===== src/pkg/adc_threshold_compare_defines.vh =====
`ifndef ADC_THRESHOLD_COMPARE_DEFINES_VH
`define ADC_THRESHOLD_COMPARE_DEFINES_VH

// ==========================================================
// Register byte offsets.
`define OFS_CONTROL     8'h00
`define OFS_HIT_LOW     8'h04
`define OFS_EVT_STATUS  8'h08
`define OFS_EVT_MASK    8'h0C
`define OFS_BUF_BASE    8'h40
`define BUF_SEL_MSB     7
`define BUF_SEL_LSB     6
`define BUF_IDX_LSB     2

// ==========================================================
// Control register fields.
`define CTL_CMP_LSB     0
`define CTL_DISP_LSB    2
`define CTL_INDEXED_BIT 4
`define CTL_ENABLE_BIT  15
`define CTL_RESET       16'h0000

// ==========================================================
// Compare and disposition encodings.
`define CMP_LESS        2'h0
`define CMP_GREATER     2'h1
`define CMP_INSIDE      2'h2
`define CMP_OUTSIDE     2'h3
`define DISP_LEGACY     2'h0
`define DISP_STORE      2'h1
`define DISP_DISCARD    2'h2

// ==========================================================
// Event status bits.
`define EVT_HIT_BIT     0
`define EVT_DROP_BIT    1
`define EVT_WIDTH       2
`define EVT_RESET       2'h0

`endif


===== src/verilog/adc_threshold_compare.v =====
`timescale 1ns/1ps
`include "adc_threshold_compare_defines.vh"

// Operation
// - Mode 01 greater, 00 less, strict.
// - Simple match sets converted channel's flag.
// - Simple: disposition 01 stores, 10 drops.
// - Mode 10: strictly between both thresholds.
// - Inside match sets only own flag.
// - Inside: 01 overwrites lower, 10 drops.
// - Mode 11: above upper or below lower.
// - Above upper also sets mirrored flag.
// - Outside store goes to side crossed.
// - Mirrored locations are not protected.
// - Flags stay set until software clears.
// - Window modes pair lower, upper halves.
module adc_threshold_compare #(
	parameter W     = 12,
	parameter DEPTH = 16,
	parameter AW    = 4
) (
	// Clock and reset.
	input  wire          ref_clk,
	input  wire          rst_b,
	// Avalon-MM slave.
	input  wire [7:0]    avs_address,
	input  wire          avs_read,
	input  wire          avs_write,
	input  wire [31:0]   avs_writedata,
	input  wire [3:0]    avs_byteenable,
	output reg  [31:0]   avs_readdata,
	output reg           avs_waitrequest,
	// Conversion results from the converter core.
	input  wire          conv_valid,
	input  wire [AW-1:0] conv_channel,
	input  wire [W-1:0]  conv_result,
	// Interrupt and flag view.
	output reg           irq,
	output reg  [DEPTH-1:0] channel_hit_flag
);

	// Window modes split the buffer in two halves; a location's upper
	// threshold sits at the same offset in the other half. Flipping the
	// top index bit gives that partner, so the pairing also works in
	// reverse: an upper channel reads a lower channel's slot as its upper threshold.
	localparam HALF = DEPTH / 2;

	// ==========================================================
	// Storage and control state.
	reg [W-1:0]     result_buffer_word [0:DEPTH-1];
	reg [15:0]      threshold_control_reg_q;
	reg [`EVT_WIDTH-1:0] evt_mask_q;
	reg             s1_valid_q;
	reg [AW-1:0]    s1_chan_q;
	reg [AW-1:0]    s1_mirror_q;
	reg [W-1:0]     s1_result_q;
	reg [W-1:0]     s1_lower_q;
	reg [W-1:0]     s1_upper_q;

	wire [1:0]      compare_select;
	wire [1:0]      result_disposition;
	wire            indexed_storage_select;
	wire            module_on;
	wire            req;
	wire            take;
	wire            is_buf;
	wire [AW-1:0]   buf_idx;
	wire [AW-1:0]   mirror_of;
	wire            window_mode;
	wire            accept;
	wire            dropped;
	wire            hit_own;
	wire            hit_mirror;
	wire            mirror_hit;
	wire [DEPTH-1:0] hit_flags_low_reg;
	wire [`EVT_WIDTH-1:0] evt_status;
	reg  [DEPTH-1:0] hit_set;
	reg  [DEPTH-1:0] hit_clr;
	reg  [`EVT_WIDTH-1:0] evt_set;
	reg  [`EVT_WIDTH-1:0] evt_clr;
	reg             wr_en;
	reg  [AW-1:0]   wr_addr;
	reg  [31:0]     rd_word;

	// Decodes a byte address into a buffer hit.
	function f_is_buf;
		input [7:0] a;
		begin
			f_is_buf = a[`BUF_SEL_MSB:`BUF_SEL_LSB] == 2'h1;
		end
	endfunction

	// Mirrored partner of a location, wrapping in the buffer.
	// It is used for every channel, upper ones included.
	function [AW-1:0] f_mirror;
		input [AW-1:0] c;
		begin
			f_mirror = c ^ HALF[AW-1:0];
		end
	endfunction

	// ==========================================================
	// Control field views.
	// Bit 4 is stored only; bit 15 gates the whole compare path.
	assign compare_select         = threshold_control_reg_q[`CTL_CMP_LSB +: 2];
	assign result_disposition     = threshold_control_reg_q[`CTL_DISP_LSB +: 2];
	assign indexed_storage_select = threshold_control_reg_q[`CTL_INDEXED_BIT];
	assign module_on              = threshold_control_reg_q[`CTL_ENABLE_BIT];
	assign window_mode            = compare_select[1];

	// ==========================================================
	// Bus decode: request held until waitrequest is seen low.
	// A request seen with waitrequest high turns waitrequest low for one
	// cycle; the master completes at the next edge, where take is high.
	// Every register side effect is gated by take, so a request still held
	// after its completing edge is taken again every second cycle.
	assign req     = avs_read | avs_write;
	assign take    = req & ~avs_waitrequest;
	assign is_buf  = f_is_buf(avs_address);
	assign buf_idx = avs_address[`BUF_IDX_LSB +: AW];

	// Waitrequest drops for one cycle, one cycle after a request.
	// Holding it high at idle means a request is never taken on the edge
	// where it first appears, which gives the read mux a full cycle.
	always @(posedge ref_clk or negedge rst_b) begin
		if (!rst_b) begin
			avs_waitrequest <= 1'b1;
		end else if (req && avs_waitrequest) begin
			avs_waitrequest <= 1'b0;
		end else begin
			avs_waitrequest <= 1'b1;
		end
	end

	// Read mux; unmapped addresses read as zero.
	// Buffer words come back zero-extended to the bus width.
	always @* begin
		rd_word = 32'h00000000;
		if (is_buf) begin
			rd_word[W-1:0] = result_buffer_word[buf_idx];
		end else begin
			case (avs_address)
				`OFS_CONTROL:    rd_word[15:0] = threshold_control_reg_q;
				`OFS_HIT_LOW:    rd_word[DEPTH-1:0] = hit_flags_low_reg;
				`OFS_EVT_STATUS: rd_word[`EVT_WIDTH-1:0] = evt_status;
				`OFS_EVT_MASK:   rd_word[`EVT_WIDTH-1:0] = evt_mask_q;
				default:         rd_word = 32'h00000000;
			endcase
		end
	end

	// Read data is stable in the cycle that waitrequest is low.
	// It is captured on the edge that lowers waitrequest, so the master
	// finds it settled at the edge where it completes the read.
	always @(posedge ref_clk or negedge rst_b) begin
		if (!rst_b) begin
			avs_readdata <= 32'h00000000;
		end else if (avs_read && avs_waitrequest) begin
			avs_readdata <= rd_word;
		end
	end

	// Control and mask writes honour the low byte lanes.
	// The indexed storage selection is kept for software to read back; the
	// buffer here is always channel indexed, so it steers nothing.
	always @(posedge ref_clk or negedge rst_b) begin
		if (!rst_b) begin
			threshold_control_reg_q <= `CTL_RESET;
			evt_mask_q              <= `EVT_RESET;
		end else if (take && avs_write) begin
			if (avs_address == `OFS_CONTROL) begin
				if (avs_byteenable[0]) begin
					threshold_control_reg_q[7:0] <= avs_writedata[7:0];
				end
				if (avs_byteenable[1]) begin
					threshold_control_reg_q[15:8] <= avs_writedata[15:8];
				end
			end
			if (avs_address == `OFS_EVT_MASK && avs_byteenable[0]) begin
				evt_mask_q <= avs_writedata[`EVT_WIDTH-1:0];
			end
		end
	end

	// ==========================================================
	// Stage one: latch the conversion and both thresholds.
	// A conversion arriving while stage one is full is dropped.
	// The drop is reported as an event rather than queued, since a queue
	// would need a buffer and would delay every later compare.
	// Stage one blocks a new accept while it is full, so the next compare
	// reads its thresholds only after the previous store has landed.
	assign accept    = conv_valid & module_on & ~s1_valid_q;
	assign dropped   = conv_valid & module_on & s1_valid_q;
	assign mirror_of = f_mirror(conv_channel);

	// Upper channels use their partner too, unguarded.
	always @(posedge ref_clk or negedge rst_b) begin
		if (!rst_b) begin
			s1_valid_q  <= 1'b0;
			s1_chan_q   <= {AW{1'b0}};
			s1_mirror_q <= {AW{1'b0}};
			s1_result_q <= {W{1'b0}};
			s1_lower_q  <= {W{1'b0}};
			s1_upper_q  <= {W{1'b0}};
		end else begin
			s1_valid_q <= accept;
			if (accept) begin
				s1_chan_q   <= conv_channel;
				s1_mirror_q <= mirror_of;
				s1_result_q <= conv_result;
				s1_lower_q  <= result_buffer_word[conv_channel];
				s1_upper_q  <= result_buffer_word[mirror_of];
			end
		end
	end

	// ==========================================================
	// Stage two: compare, then decide the single write.
	// The compare is combinational on the stage one registers, so flags
	// and the buffer store land one edge after the conversion was taken.
	threshold_match #(
		.W (W)
	) u_match (
		.compare_select (compare_select),
		.result         (s1_result_q),
		.lower          (s1_lower_q),
		.upper          (s1_upper_q),
		.hit_own        (hit_own),
		.hit_mirror     (hit_mirror)
	);

	// Only the outside-window mode may mark or store to the partner slot;
	// gating here keeps an inside-window match off the mirrored flag even
	// if the match logic were changed later.
	assign mirror_hit = window_mode & compare_select[0] & hit_mirror;

	// Hit flags and buffer write follow the compare outcome.
	// Legacy disposition stores every result at its own channel without a
	// compare and marks nothing. Disposition 11 is reserved and does nothing.
	// A store goes to exactly one location: the partner slot when the result
	// crossed the upper threshold, otherwise the converted channel's slot.
	always @* begin
		hit_set = {DEPTH{1'b0}};
		wr_en   = 1'b0;
		wr_addr = s1_chan_q;
		if (s1_valid_q) begin
			case (result_disposition)
				`DISP_LEGACY: begin
					wr_en = 1'b1;
				end
				`DISP_STORE, `DISP_DISCARD: begin
					if (hit_own) begin
						hit_set[s1_chan_q] = 1'b1;
						if (mirror_hit) begin
							hit_set[s1_mirror_q] = 1'b1;
						end
						if (result_disposition == `DISP_STORE) begin
							wr_en = 1'b1;
							if (mirror_hit) begin
								wr_addr = s1_mirror_q;
							end
						end
					end
				end
				default: begin
					wr_en = 1'b0;
				end
			endcase
		end
	end

	// One buffer location per conversion, or a bus load while off.
	// The array has no reset; its words are undefined until loaded, and a
	// store pending from stage two always drains before a bus load can land.
	always @(posedge ref_clk) begin
		if (wr_en) begin
			result_buffer_word[wr_addr] <= s1_result_q;
		end else if (take && avs_write && is_buf && !module_on) begin
			result_buffer_word[buf_idx] <= avs_writedata[W-1:0];
		end
	end

	// ==========================================================
	// Sticky flags and events.
	// Hit flags and event bits are cleared by writing ones. A hardware set
	// in the same cycle as a clear wins inside the flag bank, so software
	// that clears right after reading can never lose a fresh hit.
	// Event bit 0 records any hit, bit 1 a conversion lost to a busy stage.
	// Clears come only from a completed write to the matching offset.
	always @* begin
		hit_clr = {DEPTH{1'b0}};
		evt_clr = {`EVT_WIDTH{1'b0}};
		if (take && avs_write && avs_address == `OFS_HIT_LOW) begin
			hit_clr = avs_writedata[DEPTH-1:0];
		end
		if (take && avs_write && avs_address == `OFS_EVT_STATUS) begin
			evt_clr = avs_writedata[`EVT_WIDTH-1:0];
		end
		evt_set = {`EVT_WIDTH{1'b0}};
		evt_set[`EVT_HIT_BIT]  = |hit_set;
		evt_set[`EVT_DROP_BIT] = dropped;
	end

	sticky_flags #(
		.N (DEPTH)
	) u_hits (
		.ref_clk (ref_clk),
		.rst_b   (rst_b),
		.set_in  (hit_set),
		.clr_in  (hit_clr),
		.flags   (hit_flags_low_reg)
	);

	sticky_flags #(
		.N (`EVT_WIDTH)
	) u_events (
		.ref_clk (ref_clk),
		.rst_b   (rst_b),
		.set_in  (evt_set),
		.clr_in  (evt_clr),
		.flags   (evt_status)
	);

	// Registered interrupt and flag view.
	// Both outputs lag the flag bank by one cycle so each comes from a
	// flip-flop; the interrupt is a level and falls once the causing bits
	// are cleared or masked.
	always @(posedge ref_clk or negedge rst_b) begin
		if (!rst_b) begin
			irq              <= 1'b0;
			channel_hit_flag <= {DEPTH{1'b0}};
		end else begin
			irq              <= |(evt_status & evt_mask_q);
			channel_hit_flag <= hit_flags_low_reg;
		end
	end

endmodule


===== src/verilog/sticky_flags.v =====
`timescale 1ns/1ps

// Bank of sticky flags: set by hardware, cleared by writing one.
module sticky_flags #(
	parameter N = 16
) (
	// Clock and reset.
	input  wire         ref_clk,
	input  wire         rst_b,
	// Set and clear strobes.
	input  wire [N-1:0] set_in,
	input  wire [N-1:0] clr_in,
	// Flag state.
	output wire [N-1:0] flags
);

	genvar i;

	// A set in the same cycle as a clear wins, so no event is lost.
	generate
		for (i = 0; i < N; i = i + 1) begin : g_flag
			reg flag_q;
			always @(posedge ref_clk or negedge rst_b) begin
				if (!rst_b) begin
					flag_q <= 1'b0;
				end else if (set_in[i]) begin
					flag_q <= 1'b1;
				end else if (clr_in[i]) begin
					flag_q <= 1'b0;
				end
			end
			assign flags[i] = flag_q;
		end
	endgenerate

endmodule


===== src/verilog/threshold_match.v =====
`timescale 1ns/1ps
`include "adc_threshold_compare_defines.vh"

// Decides the outcome of one compare for the selected mode.
module threshold_match #(
	parameter W = 12
) (
	// Mode and operands.
	input  wire [1:0]   compare_select,
	input  wire [W-1:0] result,
	input  wire [W-1:0] lower,
	input  wire [W-1:0] upper,
	// Outcome.
	output reg          hit_own,
	output reg          hit_mirror
);

	wire above_upper;
	wire below_lower;
	wire above_lower;
	wire below_upper;

	// Every comparison is strict.
	assign above_upper = result > upper;
	assign below_lower = result < lower;
	assign above_lower = result > lower;
	assign below_upper = result < upper;

	// Outcome per mode; the mirror hit exists only above the upper bound.
	always @* begin
		hit_own    = 1'b0;
		hit_mirror = 1'b0;
		case (compare_select)
			`CMP_GREATER: hit_own = above_lower;
			`CMP_LESS:    hit_own = below_lower;
			`CMP_INSIDE:  hit_own = above_lower & below_upper;
			`CMP_OUTSIDE: begin
				hit_own    = above_upper | below_lower;
				hit_mirror = above_upper;
			end
			default: hit_own = 1'b0;
		endcase
	end

endmodule

===== config.mk =====
export PLATFORM = sky130hd
export DESIGN_NAME = adc_threshold_compare
export DESIGN_NICKNAME = d
export VERILOG_FILES = /design/src/verilog/adc_threshold_compare.v /design/src/verilog/sticky_flags.v /design/src/verilog/threshold_match.v
export VERILOG_INCLUDE_DIRS = /design/src /design/src/pkg
export SDC_FILE = /design/constraint.sdc
export NUM_CORES = 1
export LEC_CHECK = 0
export ABC_AREA = 1
export BUFFER_PORTS_ARGS = -buffer_cell sky130_fd_sc_hd__buf_2
export CAP_MARGIN = 25
export CORE_ASPECT_RATIO = 1.2
export CORE_MARGIN = 2
export CORE_UTILIZATION = 25
export DETAILED_ROUTE_END_ITERATION = 16
export PLACE_DENSITY_LB_ADDON = 0.12
export SYNTH_ARGS = -nofsm -noshare
export SYNTH_HDL_FRONTEND = slang
export SYNTH_HIERARCHICAL = 1
export SYNTH_SLANG_ARGS = --single-unit

===== constraint.sdc =====
create_clock -name ref_clk -period 9.05 [get_ports ref_clk]
set_clock_uncertainty 0.15 [all_clocks]
set_input_delay 1.81 -clock ref_clk [delete_from_list [all_inputs] [get_ports ref_clk]]
set_output_delay 1.81 -clock ref_clk [all_outputs]
set_load 0.02 [all_outputs]

Word-level counts from Yosys, hierarchy flattened
Memories as Yosys holds them, arrays and structs flattened. A register that Yosys moved wholly into a read port is not among the register bits.
Index checks and enable logic that the tools add are counted.
{ "word_totals": {"output_inout_bits": 50, "ram_bits": 192, "word_cells": 172, "ff_bits": 107, "mem_count": 1} }
{ "memory_table": {"columns": ["name", "depth", "word_bits", "read_ports", "rd_clocked_by_memory_dff", "write_ports", "line_no", "source"], "rows": [
  ["result_buffer_word", 16, 12, 3, 2, 1, "adc_threshold_compare.v:50", "reg [W-1:0] result_buffer_word [0:DEPTH-1];"]
]} }
{ "op_classes": {"muxes": 70, "eq_ne": 9, "reduce_logical": 41, "order_cmp": 8, "bitwise": 14} }
{ "ops": {"columns": ["operator", "n"], "rows": [
  ["$mux W16", 5],
  ["$mux W1", 49],
  ["$reduce_bool A2 Y1", 18],
  ["$mux W4", 7],
  ["$pmux W14 S2", 1],
  ["$gt A12 B12 Y1", 2],
  ["$lt A12 B12 Y1", 2],
  ["$mux W12", 2],
  ["$eq A8 B4 Y1 const B", 2],
  ["$or A16 B16 Y16", 1],
  ["$reduce_or A16 Y1", 1],
  ["$reduce_or A12 Y1", 1],
  ["$logic_and A1 B1 Y1", 10],
  ["$lt A4 B5 Y1 const B", 2],
  ["$demux W1 S4", 2],
  ["$eq A8 B3 Y1 const B", 1],
  ["$ge A4 B1 Y1 const B", 2],
  ["$logic_not A8 Y1", 1],
  ["$pmux W2 S4", 1],
  ["$and A1 B1 Y1", 7],
  ["$eq A2 B1 Y1 const B", 3],
  ["$eq A2 B2 Y1 const B", 3],
  ["$reduce_and A3 Y1", 2],
  ["$logic_not A2 Y1", 2],
  ["9 further kinds", 15]
]} }

Depth between registers and ports, before layout
Gate-level depths: netlist (run 1).
{ "logic_depth": {"ltp_word": 11, "mapped_depth": 22} }

By module
Netlist (run 1), hierarchy kept.
{ "modules_own_cells": {"columns": ["module", "area_per_inst_um2", "seq_area_each_um2", "cells_each", "instances"], "rows": [
  ["adc_threshold_compare", 13995.9, 8119.0, 1576, 1],
  ["threshold_match", 783.3, 0.0, 134, 1],
  ["sticky_flags (u_hits)", 760.7, 400.4, 96, 1],
  ["sticky_flags (u_events)", 95.1, 50.0, 12, 1]
]} }

Worst setup path before layout (run 1)
OpenSTA, ideal clock, no wires.
{ "synth_timing": {"path_type": "input-to-reg", "from": "input port avs_address[7]", "to": "memory result_buffer_word[11][0] (enable)", "required_time_ps": 8520, "slack_ps": 5352, "arrival_time_ps": 3168, "n_path_buf": 1, "cell_stages": 8, "setup_time_ps": 380, "cell_sequence": "inv_1 nand2_1 nor3_4 nand2_2 buf_6 o21ai_4 nand3_2 nor2_1"} }
{ "synth_between": {"elab_chain_cells": 8} }
{ "synth_rtl": {"columns": ["item", "line_no", "source"], "rows": [
  ["start, declared", "adc_threshold_compare.v:26", "input wire [7:0] avs_address,"],
  ["$eq A2 B1 Y1 (*)", "adc_threshold_compare.v:89", "f_is_buf = a[`BUF_SEL_MSB:`BUF_SEL_LSB] == 2'h1;"],
  ["$logic_and A1 B1 Y1 (*) (2 in a row)", "adc_threshold_compare.v:278", "end else if (take && avs_write && is_buf && !module_on) begin"],
  ["$mux W1 (*)", "adc_threshold_compare.v:278", null],
  ["$mux W1 (*)", "adc_threshold_compare.v:276", "if (wr_en) begin"],
  ["$mux W1 (not written as such) (*)", "adc_threshold_compare.v:279", "result_buffer_word[buf_idx] <= avs_writedata[W-1:0];"],
  ["$reduce_or A12 Y1 (no source line)", null, null],
  ["$mux W4 (no source line) / $mux W1 (equally long branches)", null, null],
  ["end, declared", "adc_threshold_compare.v:50", null]
]} }
Every way passes the cells marked *; elsewhere a longest branch is shown, timed or not.

Worst setup path in the final report (run 1)
{ "layout_timing": {"from": "input port avs_address[7]", "to": "memory result_buffer_word[15][6] (enable)"} }
The elaborated chain is that of the path after synthesis.

==> metrics.md, run 1 <==
| Metric | Value |
|---|---|
| Result of the run | `completed` |
| Share of synthesized registers carrying an async set or reset | `roughly 37%` |
| Normalized max-slew margin | `a little under a third` |
| Routed WL | `54.9 mm` |
| Setup violations, final | `0` |
| Critical path arrival | `around 4700 ps` |
| Average via count per standard cell | `around 4.6` |
| Type of element capturing the critical path | `flip-flop` |
| Met3 track utilization from global routing | `2.38%` |
| Met2 GRT Util | `between 20 and 30%` |
| CTS Hold Buffers Added | `0` |
| Hold Path Origin | `u_hits/g_flag[15].flag_q` |
| Actual transition at the worst max-transition pin | `1040 ps` |
| Initial antenna violation count | `0` |
| Number of rows created at floorplan | `100` |
| Total global routing track utilization | `between 10% and 20%` |
| Root Buffer | `sky130_fd_sc_hd__clkbuf_16` |
| Number of vias in the routed layout | `~13,000` |
| Maximum fanout along the worst path | `33` |
| Hold Violations, Final | `0` |
| Count of distinct cell types in the synthesized netlist | `between 40 and 50` |
| Library cell occupying the most area in the post-synthesis netlist | `sky130_fd_sc_hd__edfxtp_1` |
| Clock sink count | `~300` |
| Launching element of the worst setup path | `avs_address[7]` |
| Clock network latency to the later pin of the worst-skew pair | `560 ps` |
| Max H-tree Level | `2` |
| Proportion of synthesized chip area in sequential cells | `a little over half` |
| Proportion of netlist area held by the largest area contributor | `a little under two fifths` |
| Count of flip-flops with a built-in enable after synthesis | `between 150 and 200` |
| Final Max Slew Viols | `0` |
| Synthesized flop and latch total | `304` |
| Buffers inserted by post-CTS timing repair | `0` |
| I/O pins | `between 100 and 150` |
| Syn. warnings | `6` |
| Total DRC errors in the routed layout | `0` |
| # nets final | `approximately 2,000` |
| Antenna-violating nets left | `0` |
| Startpoint of the lowest-slack register-to-register path | `s1_result_q[11]` |
| CTS Buf Count | `36` |
| Overall die height | `roughly 280 um` |
| Launching element type of the critical path | `input pin` |
| Reg clk slew, reported paths | `60 ps` |
| Most frequently used flop master after synthesis | `sky130_fd_sc_hd__edfxtp_1` |
| Count of TritonRoute iterations in the first routing pass | `5` |
| Required arrival time at the worst endpoint | `between 9000 and 10,000 ps` |
| Average wire per standard cell | `20.2 um` |
| Dpl hpwl | `between 30 and 40 mm` |
| Final period utilization | `~52%` |
| Max Cap Viol | `0` |
| Power Total | `between 3 and 4 mW` |
| Most Used Layer, Global Route | `met2` |
| Cell count after synthesis | `1,818` |
| Top cells by area in the synthesized netlist | `sky130_fd_sc_hd__edfxtp_1 37%, sky130_fd_sc_hd__dfrtp_1 18%, sky130_fd_sc_hd__nand2_1 12%, sky130_fd_sc_hd__nor2_1 4.3%, sky130_fd_sc_hd__inv_1 4.3%` |
| GR Util met1 | `between 20% and 30%` |
| Number of violations reported at the end of detailed-routing iteration 0 | `1,128` |
| Starting utilization of the core area | `between 20% and 30%` |
| Routability congestion estimate from global placement | `approximately 0.8` |
| Number of filler instances in the final layout | `between 6,000 and 7,000` |
| Clock period minus final worst setup slack | `4690 ps` |
| PostCTS Resize Cnt | `0` |
| Pin count of the biggest net entering global routing | `77` |
| Mean instance size in the synthesized netlist | `around 8.6 um^2` |
| Number of global-route vias before repair | `around 12,000` |
| Remaining global-route overflow | `0` |
| Area delta synth->final | `13.9%` |
| Die Outline Area | `between 0.06 and 0.07 mm^2` |
| Antenna cells | `0` |
| Core area | `just over 0.06 mm^2` |
| TritonCTS clock tree | `yes` |
| Port buffer count | `80` |
| Number of buffers on the longest clock path | `3` |
| Most frequent cell after synthesis | `sky130_fd_sc_hd__nand2_1` |
| Max Fclk | `213 MHz` |
| Post-Route Setup TNS | `0 ps` |
| Synth cell count leaders | `501 x sky130_fd_sc_hd__nand2_1, 192 x sky130_fd_sc_hd__edfxtp_1, 181 x sky130_fd_sc_hd__nor2_1, 180 x sky130_fd_sc_hd__inv_1, 135 x sky130_fd_sc_hd__nand3_1` |
| Hold Crit Class | `flip-flop to flip-flop` |
| Layout cells sized above 1 | `11.6%` |
| Power per standard cell area | `185 mW/mm^2` |
| Static Leak | `between 7 and 8 nW` |
| X dimension of the die | `between 200 and 250 um` |
| Global-route wire length before repair | `80.9 mm` |
| RSZ-0062 raised after global routing | `no` |
| Type of the setup path with the least slack | `input pin to flip-flop` |
| Cell area after synthesis | `roughly 0.016 mm^2` |
| Worst IR Drop VDD | `around 0.11 mV` |
## layer usage
metal | share of wire [%] | wire length, um
met1 | 43 | 23600
met2 | 49 | 26900
met3 | 5.1 | 2810
met4 | 2.8 | 1550
met5 | 0 | 0
## stage by stage
step / utilization [%] / setup WS [ps] / hold WS (ps) / cell area [um^2] / instances
3_5_place_dp: 27.0 / 3740 / 240 / 16700 / 2643
2_1_floorplan: - / 5350 / 292 / 15700 / 1833
4_1_cts: 28.8 / 4310 / 251 / 17800 / 2709
5_1_grt: 28.8 / 4020 / 266 / 17800 / 2709
3_3_place_gp: 26.9 / 3770 / 239 / 16600 / 2638
6_report: 28.8 / 4360 / 247 / 17800 / 2709
## power by group
| group | internal [mW] | switching (mW) |
|---|---|---|
| clock network | 0.793 | 0.603 |
| logic | 0.0969 | 0.267 |
| registers | 1.51 | 0.0201 |
## layout by cell type, fill, tap and decap left out, types with 2 or more instances in the layout
cell                        synthesis  final
sky130_fd_sc_hd__nand2_1          501    501
sky130_fd_sc_hd__edfxtp_1         192    192
sky130_fd_sc_hd__inv_1            180    179
sky130_fd_sc_hd__nor2_1           181    174
sky130_fd_sc_hd__nand3_1          135    135
sky130_fd_sc_hd__dfrtp_1          111    111
sky130_fd_sc_hd__o21ai_0          108    107
sky130_fd_sc_hd__a21oi_1           82     82
sky130_fd_sc_hd__buf_2             34     79
sky130_fd_sc_hd__o21ai_1           59     60
sky130_fd_sc_hd__clkbuf_16          0     37
sky130_fd_sc_hd__buf_4             46     35
sky130_fd_sc_hd__ha_1              27     27
sky130_fd_sc_hd__nand4_1           23     23
sky130_fd_sc_hd__o22ai_1           23     23
sky130_fd_sc_hd__clkinv_1           5     16
sky130_fd_sc_hd__conb_1             1     16
sky130_fd_sc_hd__inv_2             13     13
sky130_fd_sc_hd__nor2_2             6     13
sky130_fd_sc_hd__clkbuf_1          28      9
sky130_fd_sc_hd__nand2_2            8      8
sky130_fd_sc_hd__nand3_2            8      8
sky130_fd_sc_hd__a21o_1             6      6
sky130_fd_sc_hd__nor2_4             5      5
sky130_fd_sc_hd__o21a_1             5      5
sky130_fd_sc_hd__clkinv_2           0      5
sky130_fd_sc_hd__nor3_1             3      3
sky130_fd_sc_hd__o21ai_4            2      2
sky130_fd_sc_hd__nor2_8             2      2
## final timing paths
path | end | cells after the start | slack [ps]
min | channel_hit_flag[15] | 0 | 250
max | result_buffer_word[15][6] | 8 | 4360
max in group asynchronous | u_hits/g_flag[13].flag_q | 2 | 6280
min in group asynchronous | s1_result_q[3] | 1 | 1170
max reg2reg | result_buffer_word[15][6] | 15 | 4430
min reg2reg | channel_hit_flag[15] | 0 | 250
## sequential cells by signal, indices dropped and copies added (netlist names), 4 cells and up
| register | cells |
|---|---|
| result_buffer_word | 192 |
| avs_readdata | 16 |
| channel_hit_flag | 16 |
| threshold_control_reg_q | 16 |
| u_hits/g_flag.flag_q | 16 |
| s1_lower_q | 12 |
| s1_result_q | 12 |
| s1_upper_q | 12 |
| s1_chan_q | 4 |
## critical path, cell delays in order
cell and delay [ps]:
sky130_fd_sc_hd__buf_2 100, sky130_fd_sc_hd__inv_1 40, sky130_fd_sc_hd__nand2_1 370, sky130_fd_sc_hd__nor3_4 370
sky130_fd_sc_hd__nand2_2 450, sky130_fd_sc_hd__o21ai_1 450, sky130_fd_sc_hd__nand3_1 310, sky130_fd_sc_hd__nor2_2 800
## layout make-up
type | instances | area (um^2) | area share, %
multi-input cells | 1210 | 5680 | 31.9
clock inverters | 19 | 138 | 0.773
flip-flops and latches | 304 | 8570 | 48.1
clock buffers | 47 | 973 | 5.47
well taps | 816 | 1020 | 5.73
repair buffers | 115 | 686 | 3.85
inverters | 198 | 743 | 4.17
## kinds of logic (layout without fill, tap and decap cells)
family | after synthesis | after routing | share of synthesized area [%]
compound gates | 288 | 288 | 9.80
other cells | 1 | 16 | 0.0240
simple gates | 879 | 879 | 23.9
fa+ha+maj | 27 | 27 | 2.16
buf+inv | 319 | 379 | 9.33
flops | 304 | 304 | 54.8
No activity file was read; power rests on OpenSTA's default activity.
==> run 2, diff against run 1 <==
==> constraint.sdc (replaced) <==
create_clock -name ref_clk -period 4.8 [get_ports ref_clk]
set_clock_uncertainty 0.15 [all_clocks]
set_input_delay 0.96 -clock ref_clk [delete_from_list [all_inputs] [get_ports ref_clk]]
set_output_delay 0.96 -clock ref_clk [all_outputs]
set_load 0.02 [all_outputs]
==> metrics.md, run 2 (synthesis results as in run 1) <==
| Metric | Value |
|---|---|
| Result of the run | `completed (unchanged)` |
| Hold Crit Class | `flip-flop to flip-flop (unchanged)` |
| Internal Pwr Total | `4.71 mW (was 2.40 mW)` |
| Normalized max-slew margin | `45.1% (was 30.9%)` |
| Number of buffers on the longest clock path | `3 (unchanged)` |
| Most frequent standard cell in the layout excluding fill and tap cells | `sky130_fd_sc_hd__nand2_1 (unchanged)` |
| Number of violations reported at the end of detailed-routing iteration 0 | `989 (was 1,128)` |
| Register with the most flip-flops | `result_buffer_word (unchanged)` |
| Number of vias in the routed layout | `12,600 (was 12,500)` |
| Total DRC errors in the routed layout | `0 (unchanged)` |
| Initial antenna violation count | `0 (unchanged)` |
| Required arrival time at the worst endpoint | `4880 ps (was 9070 ps)` |
| Worst path most repeated cell | `sky130_fd_sc_hd__nand2_1` |
| Starting utilization of the core area | `25.2% (unchanged)` |
| Power Total | `6.40 mW (was 3.29 mW)` |
| Clock sink count | `304 (unchanged)` |
| Maximum fanout along the worst path | `22 (was 33)` |
| Clock period minus final worst setup slack | `approximately 4000 ps` |
| Final period utilization | `roughly 83%` |
| Flip-flop count of the largest register, all copies and words added | `192 (unchanged)` |
| Number of rows created at floorplan | `100 (unchanged)` |
| Remaining global-route overflow | `0 (unchanged)` |
| Global-route wire length before repair | `82.0 mm (was 80.9 mm)` |
| Final Max Slew Viols | `0 (unchanged)` |
| Critical path arrival | `4060 ps (was 4720 ps)` |
| Highest-delay cell along the critical path | `sky130_fd_sc_hd__dfrtp_1 (was sky130_fd_sc_hd__nor2_2)` |
| Most frequent cells in the layout | `501 x sky130_fd_sc_hd__nand2_1, 192 x sky130_fd_sc_hd__edfxtp_1, 181 x sky130_fd_sc_hd__nor2_1, 180 x sky130_fd_sc_hd__inv_1, 135 x sky130_fd_sc_hd__nand3_1 (was 501 x sky130_fd_sc_hd__nand2_1, 192 x sky130_fd_sc_hd__edfxtp_1, 179 x sky130_fd_sc_hd__inv_1, 174 x sky130_fd_sc_hd__nor2_1, 135 x sky130_fd_sc_hd__nand3_1)` |
| Die Outline Area | `0.0646 mm^2 (unchanged)` |
| Clock share of power | `44.0% (was 42.4%)` |
| Max Fclk | `~250 MHz` |
| Antenna cells | `0 (unchanged)` |
| Post-Route Setup TNS | `0 ps (unchanged)` |
| CTS Hold Buffers Added | `0 (unchanged)` |
| Net switching fraction of the power | `26.4% (was 27.0%)` |
| Most Used Layer, Global Route | `met2 (unchanged)` |
| Buffers and inverters on the worst path | `3 (was 2)` |
| Static Leak | `7.66 nW (was 7.48 nW)` |
| Pin count of the biggest net entering global routing | `113 (was 77)` |
| Area delta synth->final | `15.7% (was 13.9%)` |
| Clock network latency to the later pin of the worst-skew pair | `560 ps (about the same)` |
| # nets final | `1,985 (was 1,957)` |
| Launching element type of the critical path | `flip-flop (was input pin)` |
| Dpl hpwl | `37.1 mm (was 36.3 mm)` |
| Power per standard cell area | `354 mW/mm^2 (was 185 mW/mm^2)` |
| I/O pins | `115 (unchanged)` |
| Port buffer count | `80 (unchanged)` |
| Worst reg-to-reg setup slack | `820 ps (was 4430 ps)` |
| Overall die height | `278 um (unchanged)` |
| Max Cap Viol | `0 (unchanged)` |
| Cell breakdown of the critical path | `ha_1, nand2_1, inv_2, nand2_2, nor2_2, nand4_1, nand2_1, nand2_1, nand2_1, nand4_1, nand2_1, inv_1, o21ai_2, nand2_2, o21ai_1, nand3_1, nor2_1, buf_4 (was buf_2, inv_1, nand2_1, nor3_4, nand2_2, o21ai_1, nand3_1, nor2_2)` |
| Combinational share of power | `10.9% (was 11.0%)` |
| Routability congestion estimate from global placement | `0.811 (was 0.805)` |
| Antenna-violating nets left | `0 (unchanged)` |
| Type of the setup path with the least slack | `flip-flop to flip-flop (was input pin to flip-flop)` |
| Setup violations, final | `0 (unchanged)` |
| PostCTS Resize Cnt | `0 (unchanged)` |
| Average via count per standard cell | `4.61 (was 4.62)` |
| Max H-tree Level | `2 (unchanged)` |
| Root Buffer | `sky130_fd_sc_hd__clkbuf_16 (unchanged)` |
| CTS Buf Count | `37 (was 36)` |
| RSZ-0062 raised after global routing | `no (unchanged)` |
| Number of global-route vias before repair | `12,600 (was 12,400)` |
| Met2 GRT Util | `30.2% (was 29.2%)` |
| GR Util met1 | `21.4% (was 21.9%)` |
| Largest delay share family, worst path | `simple AND/OR/NAND/NOR gates (unchanged)` |
| Routed WL | `55.1 mm (was 54.9 mm)` |
| Total global routing track utilization | `17.1% (was 17.0%)` |
| Actual transition at the worst max-transition pin | `823 ps (was 1040 ps)` |
| Met3 track utilization from global routing | `2.35% (was 2.38%)` |
| Worst IR Drop VDD | `0.209 mV (was 0.105 mV)` |
| Reg clk slew, reported paths | `60 ps (about the same)` |
| Core area | `0.0619 mm^2 (unchanged)` |
| TritonCTS clock tree | `yes (unchanged)` |
| Buffers inserted by post-CTS timing repair | `0 (unchanged)` |
| Count of TritonRoute iterations in the first routing pass | `7 (was 5)` |
| Average wire per standard cell | `20.1 um (was 20.2 um)` |
| X dimension of the die | `232 um (unchanged)` |
| Hold Violations, Final | `0 (unchanged)` |
| Type of element capturing the critical path | `flip-flop (unchanged)` |
| Reg power frac | `45.1% (was 46.6%)` |
| Layout cells sized above 1 | `12.8% (was 11.6%)` |
| Worst path max stage delay | `440 ps (was 800 ps)` |
| Switch Pwr | `1.69 mW (was 0.889 mW)` |
[run 2: worst paths after layout]
path / from / to / cells after the start
worst max-delay path: s1_result_q[11] / result_buffer_word[14][3] / 18
worst min-delay path: u_hits/g_flag[13].flag_q / channel_hit_flag[13] / 0
worst max register to register: s1_result_q[11] / result_buffer_word[14][3] / 18
worst min register to register: u_hits/g_flag[13].flag_q / channel_hit_flag[13] / 0
max in group asynchronous: rst_b / avs_readdata[14] / 2
min in group asynchronous: rst_b / s1_result_q[3] / 2
[run 2: final cells by class]
cell class / instances / area (um^2)
fillers: 6557 / 43800
flip-flops and latches: 304 / 8570
multi-input cells: 1210 / 5660
clock buffers: 51 / 1070
well taps: 816 / 1020
repair buffers: 142 / 893
inverters: 198 / 743
clock inverters: 15 / 130
[run 2: per-layer routing]
metal  part of all wire, %  vias to the layer above
met5                     0                        -
li1                      -                     6062
met4                   2.9                        0
met1                    43                     6077
met2                    49                      387
met3                   5.0                       94
[run 2: power by group through the flow]
stage	Sequential (mW)	Combinational, mW	Clock, mW
final	2.89	0.696	2.82
after CTS	2.89	0.705	2.91
after floorplan	2.96	0.404	0
after global routing	2.89	0.774	3.00
after global placement	2.94	0.697	0
after detailed placement	2.94	0.701	0
[run 2: through the flow]
| stage | std cells | area (um^2) | utilization, % | hold WS, ps | setup WS (ps) |
|---|---|---|---|---|---|
| 6_report | 2736 | 18100 | 29.2 | 251 | 818 |
| 4_1_cts | 2736 | 18100 | 29.2 | 257 | 749 |
| 3_3_place_gp | 2667 | 16900 | 27.2 | 240 | 771 |
| 5_1_grt | 2736 | 18100 | 29.2 | 272 | 472 |
| 2_1_floorplan | 1833 | 15700 | - | 292 | 1580 |
| 3_5_place_dp | 2670 | 16900 | 27.3 | 244 | 808 |
==> run 3, diff against run 2 <==
--- a/config.mk
+++ b/config.mk
@@ -6,7 +6,7 @@
 export SDC_FILE = /design/constraint.sdc
 export NUM_CORES = 1
 export LEC_CHECK = 0
-export ABC_AREA = 1
+export ABC_AREA = 0
 export BUFFER_PORTS_ARGS = -buffer_cell sky130_fd_sc_hd__buf_2
 export CAP_MARGIN = 25
 export CORE_ASPECT_RATIO = 1.2
==> constraint.sdc (replaced) <==
create_clock -name ref_clk -period 3.9 [get_ports ref_clk]
set_clock_uncertainty 0.15 [all_clocks]
set_input_delay 0.78 -clock ref_clk [delete_from_list [all_inputs] [get_ports ref_clk]]
set_output_delay 0.78 -clock ref_clk [all_outputs]
set_load 0.02 [all_outputs]
==> metrics.md, run 3 <==
| Metric | Value |
|---|---|
| Reg power frac | `45.7% (was 45.1%)` |
| Placed Cells | `1,844 (was 2,670)` |
| Switch Pwr | `2.00 mW (was 1.69 mW)` |
| Net switching fraction of the power | `25.5% (was 26.4%)` |
| Area delta synth->final | `25.9% (was 15.7%)` |
| Die Outline Area | `0.0606 mm^2 (was 0.0646 mm^2)` |
| Max Fclk | `244 MHz (was 251 MHz)` |
| Adder-cell share of the synthesized area | `2.31% (was 2.16%)` |
| Cell count after synthesis | `1,006 (was 1,818)` |
| Reg clk slew, reported paths | `60 ps (about the same)` |
| Number of global-route vias before repair | `9,511 (was 12,600)` |
| Share of synthesized area spent on multiplexers | `21.0% (was 0%)` |
| Actual transition at the worst max-transition pin | `863 ps (was 823 ps)` |
| CTS Hold Buffers Added | `0 (unchanged)` |
| Worst IR Drop VDD | `0.228 mV (was 0.209 mV)` |
| Average wire per standard cell | `22.8 um (was 20.1 um)` |
| Setup violations, final | `103 (was 0)` |
| Routed WL | `44.0 mm (was 55.1 mm)` |
| RSZ-0062 raised after global routing | `yes (was no)` |
| Number of vias in the routed layout | `8,917 (was 12,600)` |
| Violations in the final reports | `negative setup slack` |
| Number of rows created at floorplan | `97 (was 100)` |
| Synthesized flop and latch total | `304 (unchanged)` |
| Clock network latency to the later pin of the worst-skew pair | `530 ps (was 560 ps)` |
| Final period utilization | `105% (was 83.0%)` |
| Antenna-violating nets left | `0 (unchanged)` |
| Dpl hpwl | `30.1 mm (was 37.1 mm)` |
| Post-Route Setup TNS | `-6900 ps (was 0 ps)` |
| Share of synthesized cell area in and, or, nand and nor gates | `6.80% (was 23.9%)` |
| Register with the most flip-flops | `result_buffer_word (unchanged)` |
| Post-layout instance count excluding filler cells | `1,925 (was 2,736)` |
| Layout cells sized above 1 | `38.2% (was 12.8%)` |
| Critical path arrival | `4200 ps (was 4060 ps)` |
| Count of TritonRoute iterations in the first routing pass | `5 (was 7)` |
| Dominant combinational cell family by area after synthesis | `multiplexers (was simple AND/OR/NAND/NOR gates)` |
| Post-route worst setup slack | `-193 ps (was 818 ps)` |
| Core area | `0.0581 mm^2 (was 0.0619 mm^2)` |
| Cell area reported after detailed placement | `0.0167 mm^2 (was 0.0169 mm^2)` |
| I/O pins | `115 (unchanged)` |
| TritonCTS clock tree | `yes (unchanged)` |
| Top cells by area in the synthesized netlist | `sky130_fd_sc_hd__edfxtp_1 39%, sky130_fd_sc_hd__dfrtp_1 19%, sky130_fd_sc_hd__mux4_2 15%, sky130_fd_sc_hd__mux2_2 4.2%, sky130_fd_sc_hd__nand2_1 3.1% (was sky130_fd_sc_hd__edfxtp_1 37%, sky130_fd_sc_hd__dfrtp_1 18%, sky130_fd_sc_hd__nand2_1 12%, sky130_fd_sc_hd__nor2_1 4.3%, sky130_fd_sc_hd__inv_1 4.3%)` |
| Clock sink count | `304 (unchanged)` |
| Normalized max-slew margin | `42.5% (was 45.1%)` |
| Initial antenna violation count | `2 (was 0)` |
| Combinational share of power | `14.5% (was 10.9%)` |
| Share of synthesized registers carrying an async set or reset | `36.8% (unchanged)` |
| Worst-case setup slack after placement | `-437 ps (was 808 ps)` |
| Starting utilization of the core area | `25.2% (about the same)` |
| Xor/xnor cell area share of the yosys netlist | `0% (unchanged)` |
| Utilization after layout | `31.7% (was 29.2%)` |
| Cell area after synthesis | `0.0147 mm^2 (was 0.0156 mm^2)` |
| Antenna cells | `0 (unchanged)` |
| # nets final | `1,250 (was 1,985)` |
| Mean instance size in the synthesized netlist | `14.6 um^2 (was 8.60 um^2)` |
| Count of flip-flops with a built-in enable after synthesis | `192 (unchanged)` |
| Global-route wire length before repair | `64.1 mm (was 82.0 mm)` |
| Most frequent cell after synthesis | `sky130_fd_sc_hd__edfxtp_1 (was sky130_fd_sc_hd__nand2_1)` |
| Syn. warnings | `6 (unchanged)` |
| Result of the run | `finished with violations (was completed)` |
| Launching element type of the critical path | `flip-flop (unchanged)` |
| Total global routing track utilization | `14.5% (was 17.1%)` |
| Register Area | `0.00857 mm^2 (unchanged)` |
| Most frequent cells in the layout | `192 x sky130_fd_sc_hd__edfxtp_1, 117 x sky130_fd_sc_hd__nand2_1, 111 x sky130_fd_sc_hd__dfrtp_1, 97 x sky130_fd_sc_hd__mux4_2, 77 x sky130_fd_sc_hd__buf_2 (was 501 x sky130_fd_sc_hd__nand2_1, 192 x sky130_fd_sc_hd__edfxtp_1, 181 x sky130_fd_sc_hd__nor2_1, 180 x sky130_fd_sc_hd__inv_1, 135 x sky130_fd_sc_hd__nand3_1)` |
| Root Buffer | `sky130_fd_sc_hd__clkbuf_16 (unchanged)` |
| Number of buffers on the longest clock path | `3 (unchanged)` |
| Average via count per standard cell | `4.63 (was 4.61)` |
| Number of violations reported at the end of detailed-routing iteration 0 | `643 (was 989)` |
| Clock period minus final worst setup slack | `4090 ps (was 3980 ps)` |
| Max H-tree Level | `2 (unchanged)` |
| Port buffer count | `80 (unchanged)` |
| CTS Buf Count | `35 (was 37)` |
| Type of the setup path with the least slack | `flip-flop to flip-flop (unchanged)` |
| Power Total | `7.86 mW (was 6.40 mW)` |
| Pin count of the biggest net entering global routing | `113 (unchanged)` |
| Area of the multi-input gates | `0.00590 mm^2 (was 0.00566 mm^2)` |
| Proportion of netlist area held by the largest area contributor | `39.3% (was 36.9%)` |
| Final non-filler cell area | `0.0184 mm^2 (was 0.0181 mm^2)` |
| Overall die height | `269 um (was 278 um)` |
| Routability congestion estimate from global placement | `0.749 (was 0.811)` |
| Static Leak | `7.26 nW (was 7.66 nW)` |
| Final Max Slew Viols | `0 (unchanged)` |
| Most frequently used flop master after synthesis | `sky130_fd_sc_hd__edfxtp_1 (unchanged)` |
| Maximum fanout along the worst path | `5 (was 22)` |
| Final Hold Slack | `180 ps (was 251 ps)` |
| Power per standard cell area | `426 mW/mm^2 (was 354 mW/mm^2)` |
| Hold Violations, Final | `0 (unchanged)` |
| Hold Crit Class | `input pin to async pin (was flip-flop to flip-flop)` |
| Complex-gate fraction of the synthesized area | `6.84% (was 9.80%)` |
| Required arrival time at the worst endpoint | `4000 ps (was 4880 ps)` |
| Most frequent standard cell in the layout excluding fill and tap cells | `sky130_fd_sc_hd__edfxtp_1 (was sky130_fd_sc_hd__nand2_1)` |
| Total DRC errors in the routed layout | `0 (unchanged)` |
| Clock share of power | `39.9% (was 44.0%)` |
| Proportion of synthesized chip area in sequential cells | `58.5% (was 54.8%)` |
| Flip-flop count of the largest register, all copies and words added | `192 (unchanged)` |
| Number of filler instances in the final layout | `5,718 (was 6,557)` |
| Count of distinct cell types in the synthesized netlist | `59 (was 41)` |
| Type of element capturing the critical path | `flip-flop (unchanged)` |
| Remaining global-route overflow | `0 (unchanged)` |
| Library cell occupying the most area in the post-synthesis netlist | `sky130_fd_sc_hd__edfxtp_1 (unchanged)` |
| Synth cell count leaders | `192 x sky130_fd_sc_hd__edfxtp_1, 121 x sky130_fd_sc_hd__nand2_1, 111 x sky130_fd_sc_hd__dfrtp_1, 97 x sky130_fd_sc_hd__mux4_2, 55 x sky130_fd_sc_hd__mux2_2 (was 501 x sky130_fd_sc_hd__nand2_1, 192 x sky130_fd_sc_hd__edfxtp_1, 181 x sky130_fd_sc_hd__nor2_1, 180 x sky130_fd_sc_hd__inv_1, 135 x sky130_fd_sc_hd__nand3_1)` |
| X dimension of the die | `225 um (was 232 um)` |
| Internal Pwr Total | `5.86 mW (was 4.71 mW)` |
| Max Cap Viol | `0 (unchanged)` |
## run 3: cell families after synthesis
logic type	count (synthesis)
AOI/OAI and AO/OA	147
adders and majority gates	27
buffers and inverters	135
DFF	304
muxes	179
other	1
and+or+nand+nor	213
## run 3: area by class of cell
class,instances,area share (%)
Sequential cell,304,46.5
Multi-Input combinational cell,582,32.0
Timing Repair Buffer,186,9.71
Clock buffer,44,5.17
Tap cell,742,5.03
Inverter,49,0.997
Clock inverter,18,0.658
## run 3: path summary, 6_finish.rpt
path | start | endpoint | slack, ps | cells past startpoint
max | s1_result_q[8] | result_buffer_word[13][8] | -190 | 13
min in group ref_clk | u_hits/g_flag[14].flag_q | channel_hit_flag[14] | 250 | 0
min reg2reg | u_hits/g_flag[14].flag_q | channel_hit_flag[14] | 250 | 0
max reg2reg | s1_result_q[8] | result_buffer_word[13][8] | -190 | 13
max in group asynchronous | rst_b | s1_result_q[6] | 2920 | 2
min | rst_b | threshold_control_reg_q[15] | 180 | 2
## run 3: worst max-delay path: stages (launching register included)
cell	delay (ps)
sky130_fd_sc_hd__dfrtp_1	420
sky130_fd_sc_hd__ha_1	330
sky130_fd_sc_hd__nand4_1	250
sky130_fd_sc_hd__a21oi_2	90
sky130_fd_sc_hd__a2111o_1	450
sky130_fd_sc_hd__and4_1	200
sky130_fd_sc_hd__or4b_4	550
sky130_fd_sc_hd__and4_4	180
sky130_fd_sc_hd__a21bo_4	230
sky130_fd_sc_hd__a211o_4	370
sky130_fd_sc_hd__buf_6	140
sky130_fd_sc_hd__a21oi_4	180
sky130_fd_sc_hd__buf_6	150
sky130_fd_sc_hd__buf_16	120
## run 3: timing repair
item	in CTS	in global routing
resized for setup	42	34
setup buffers	12	7
endpoints found under the setup margin	384	332
cloned	3	3
pin swaps	22	18
## run 3: power groups by stage
stage	combinational (mW)	clock, mW	sequential, mW
after global routing	1.24	3.37	3.60
after CTS	1.12	3.26	3.59
after global placement	1.05	0	3.65
after floorplan	0.542	0	3.66
after detailed placement	1.05	0	3.65
final	1.14	3.13	3.59
## run 3: per-layer routing
| metal | vias to the layer above | track usage (%) | part of all wire [%] |
|---|---|---|---|
| met5 | - | 0 | 0.061 |
| met4 | 4 | 3.31 | 2.0 |
| met3 | 57 | 1.98 | 3.7 |
| met2 | 152 | 26.2 | 53 |
| met1 | 4607 | 18.1 | 42 |
| li1 | 4097 | - | - |
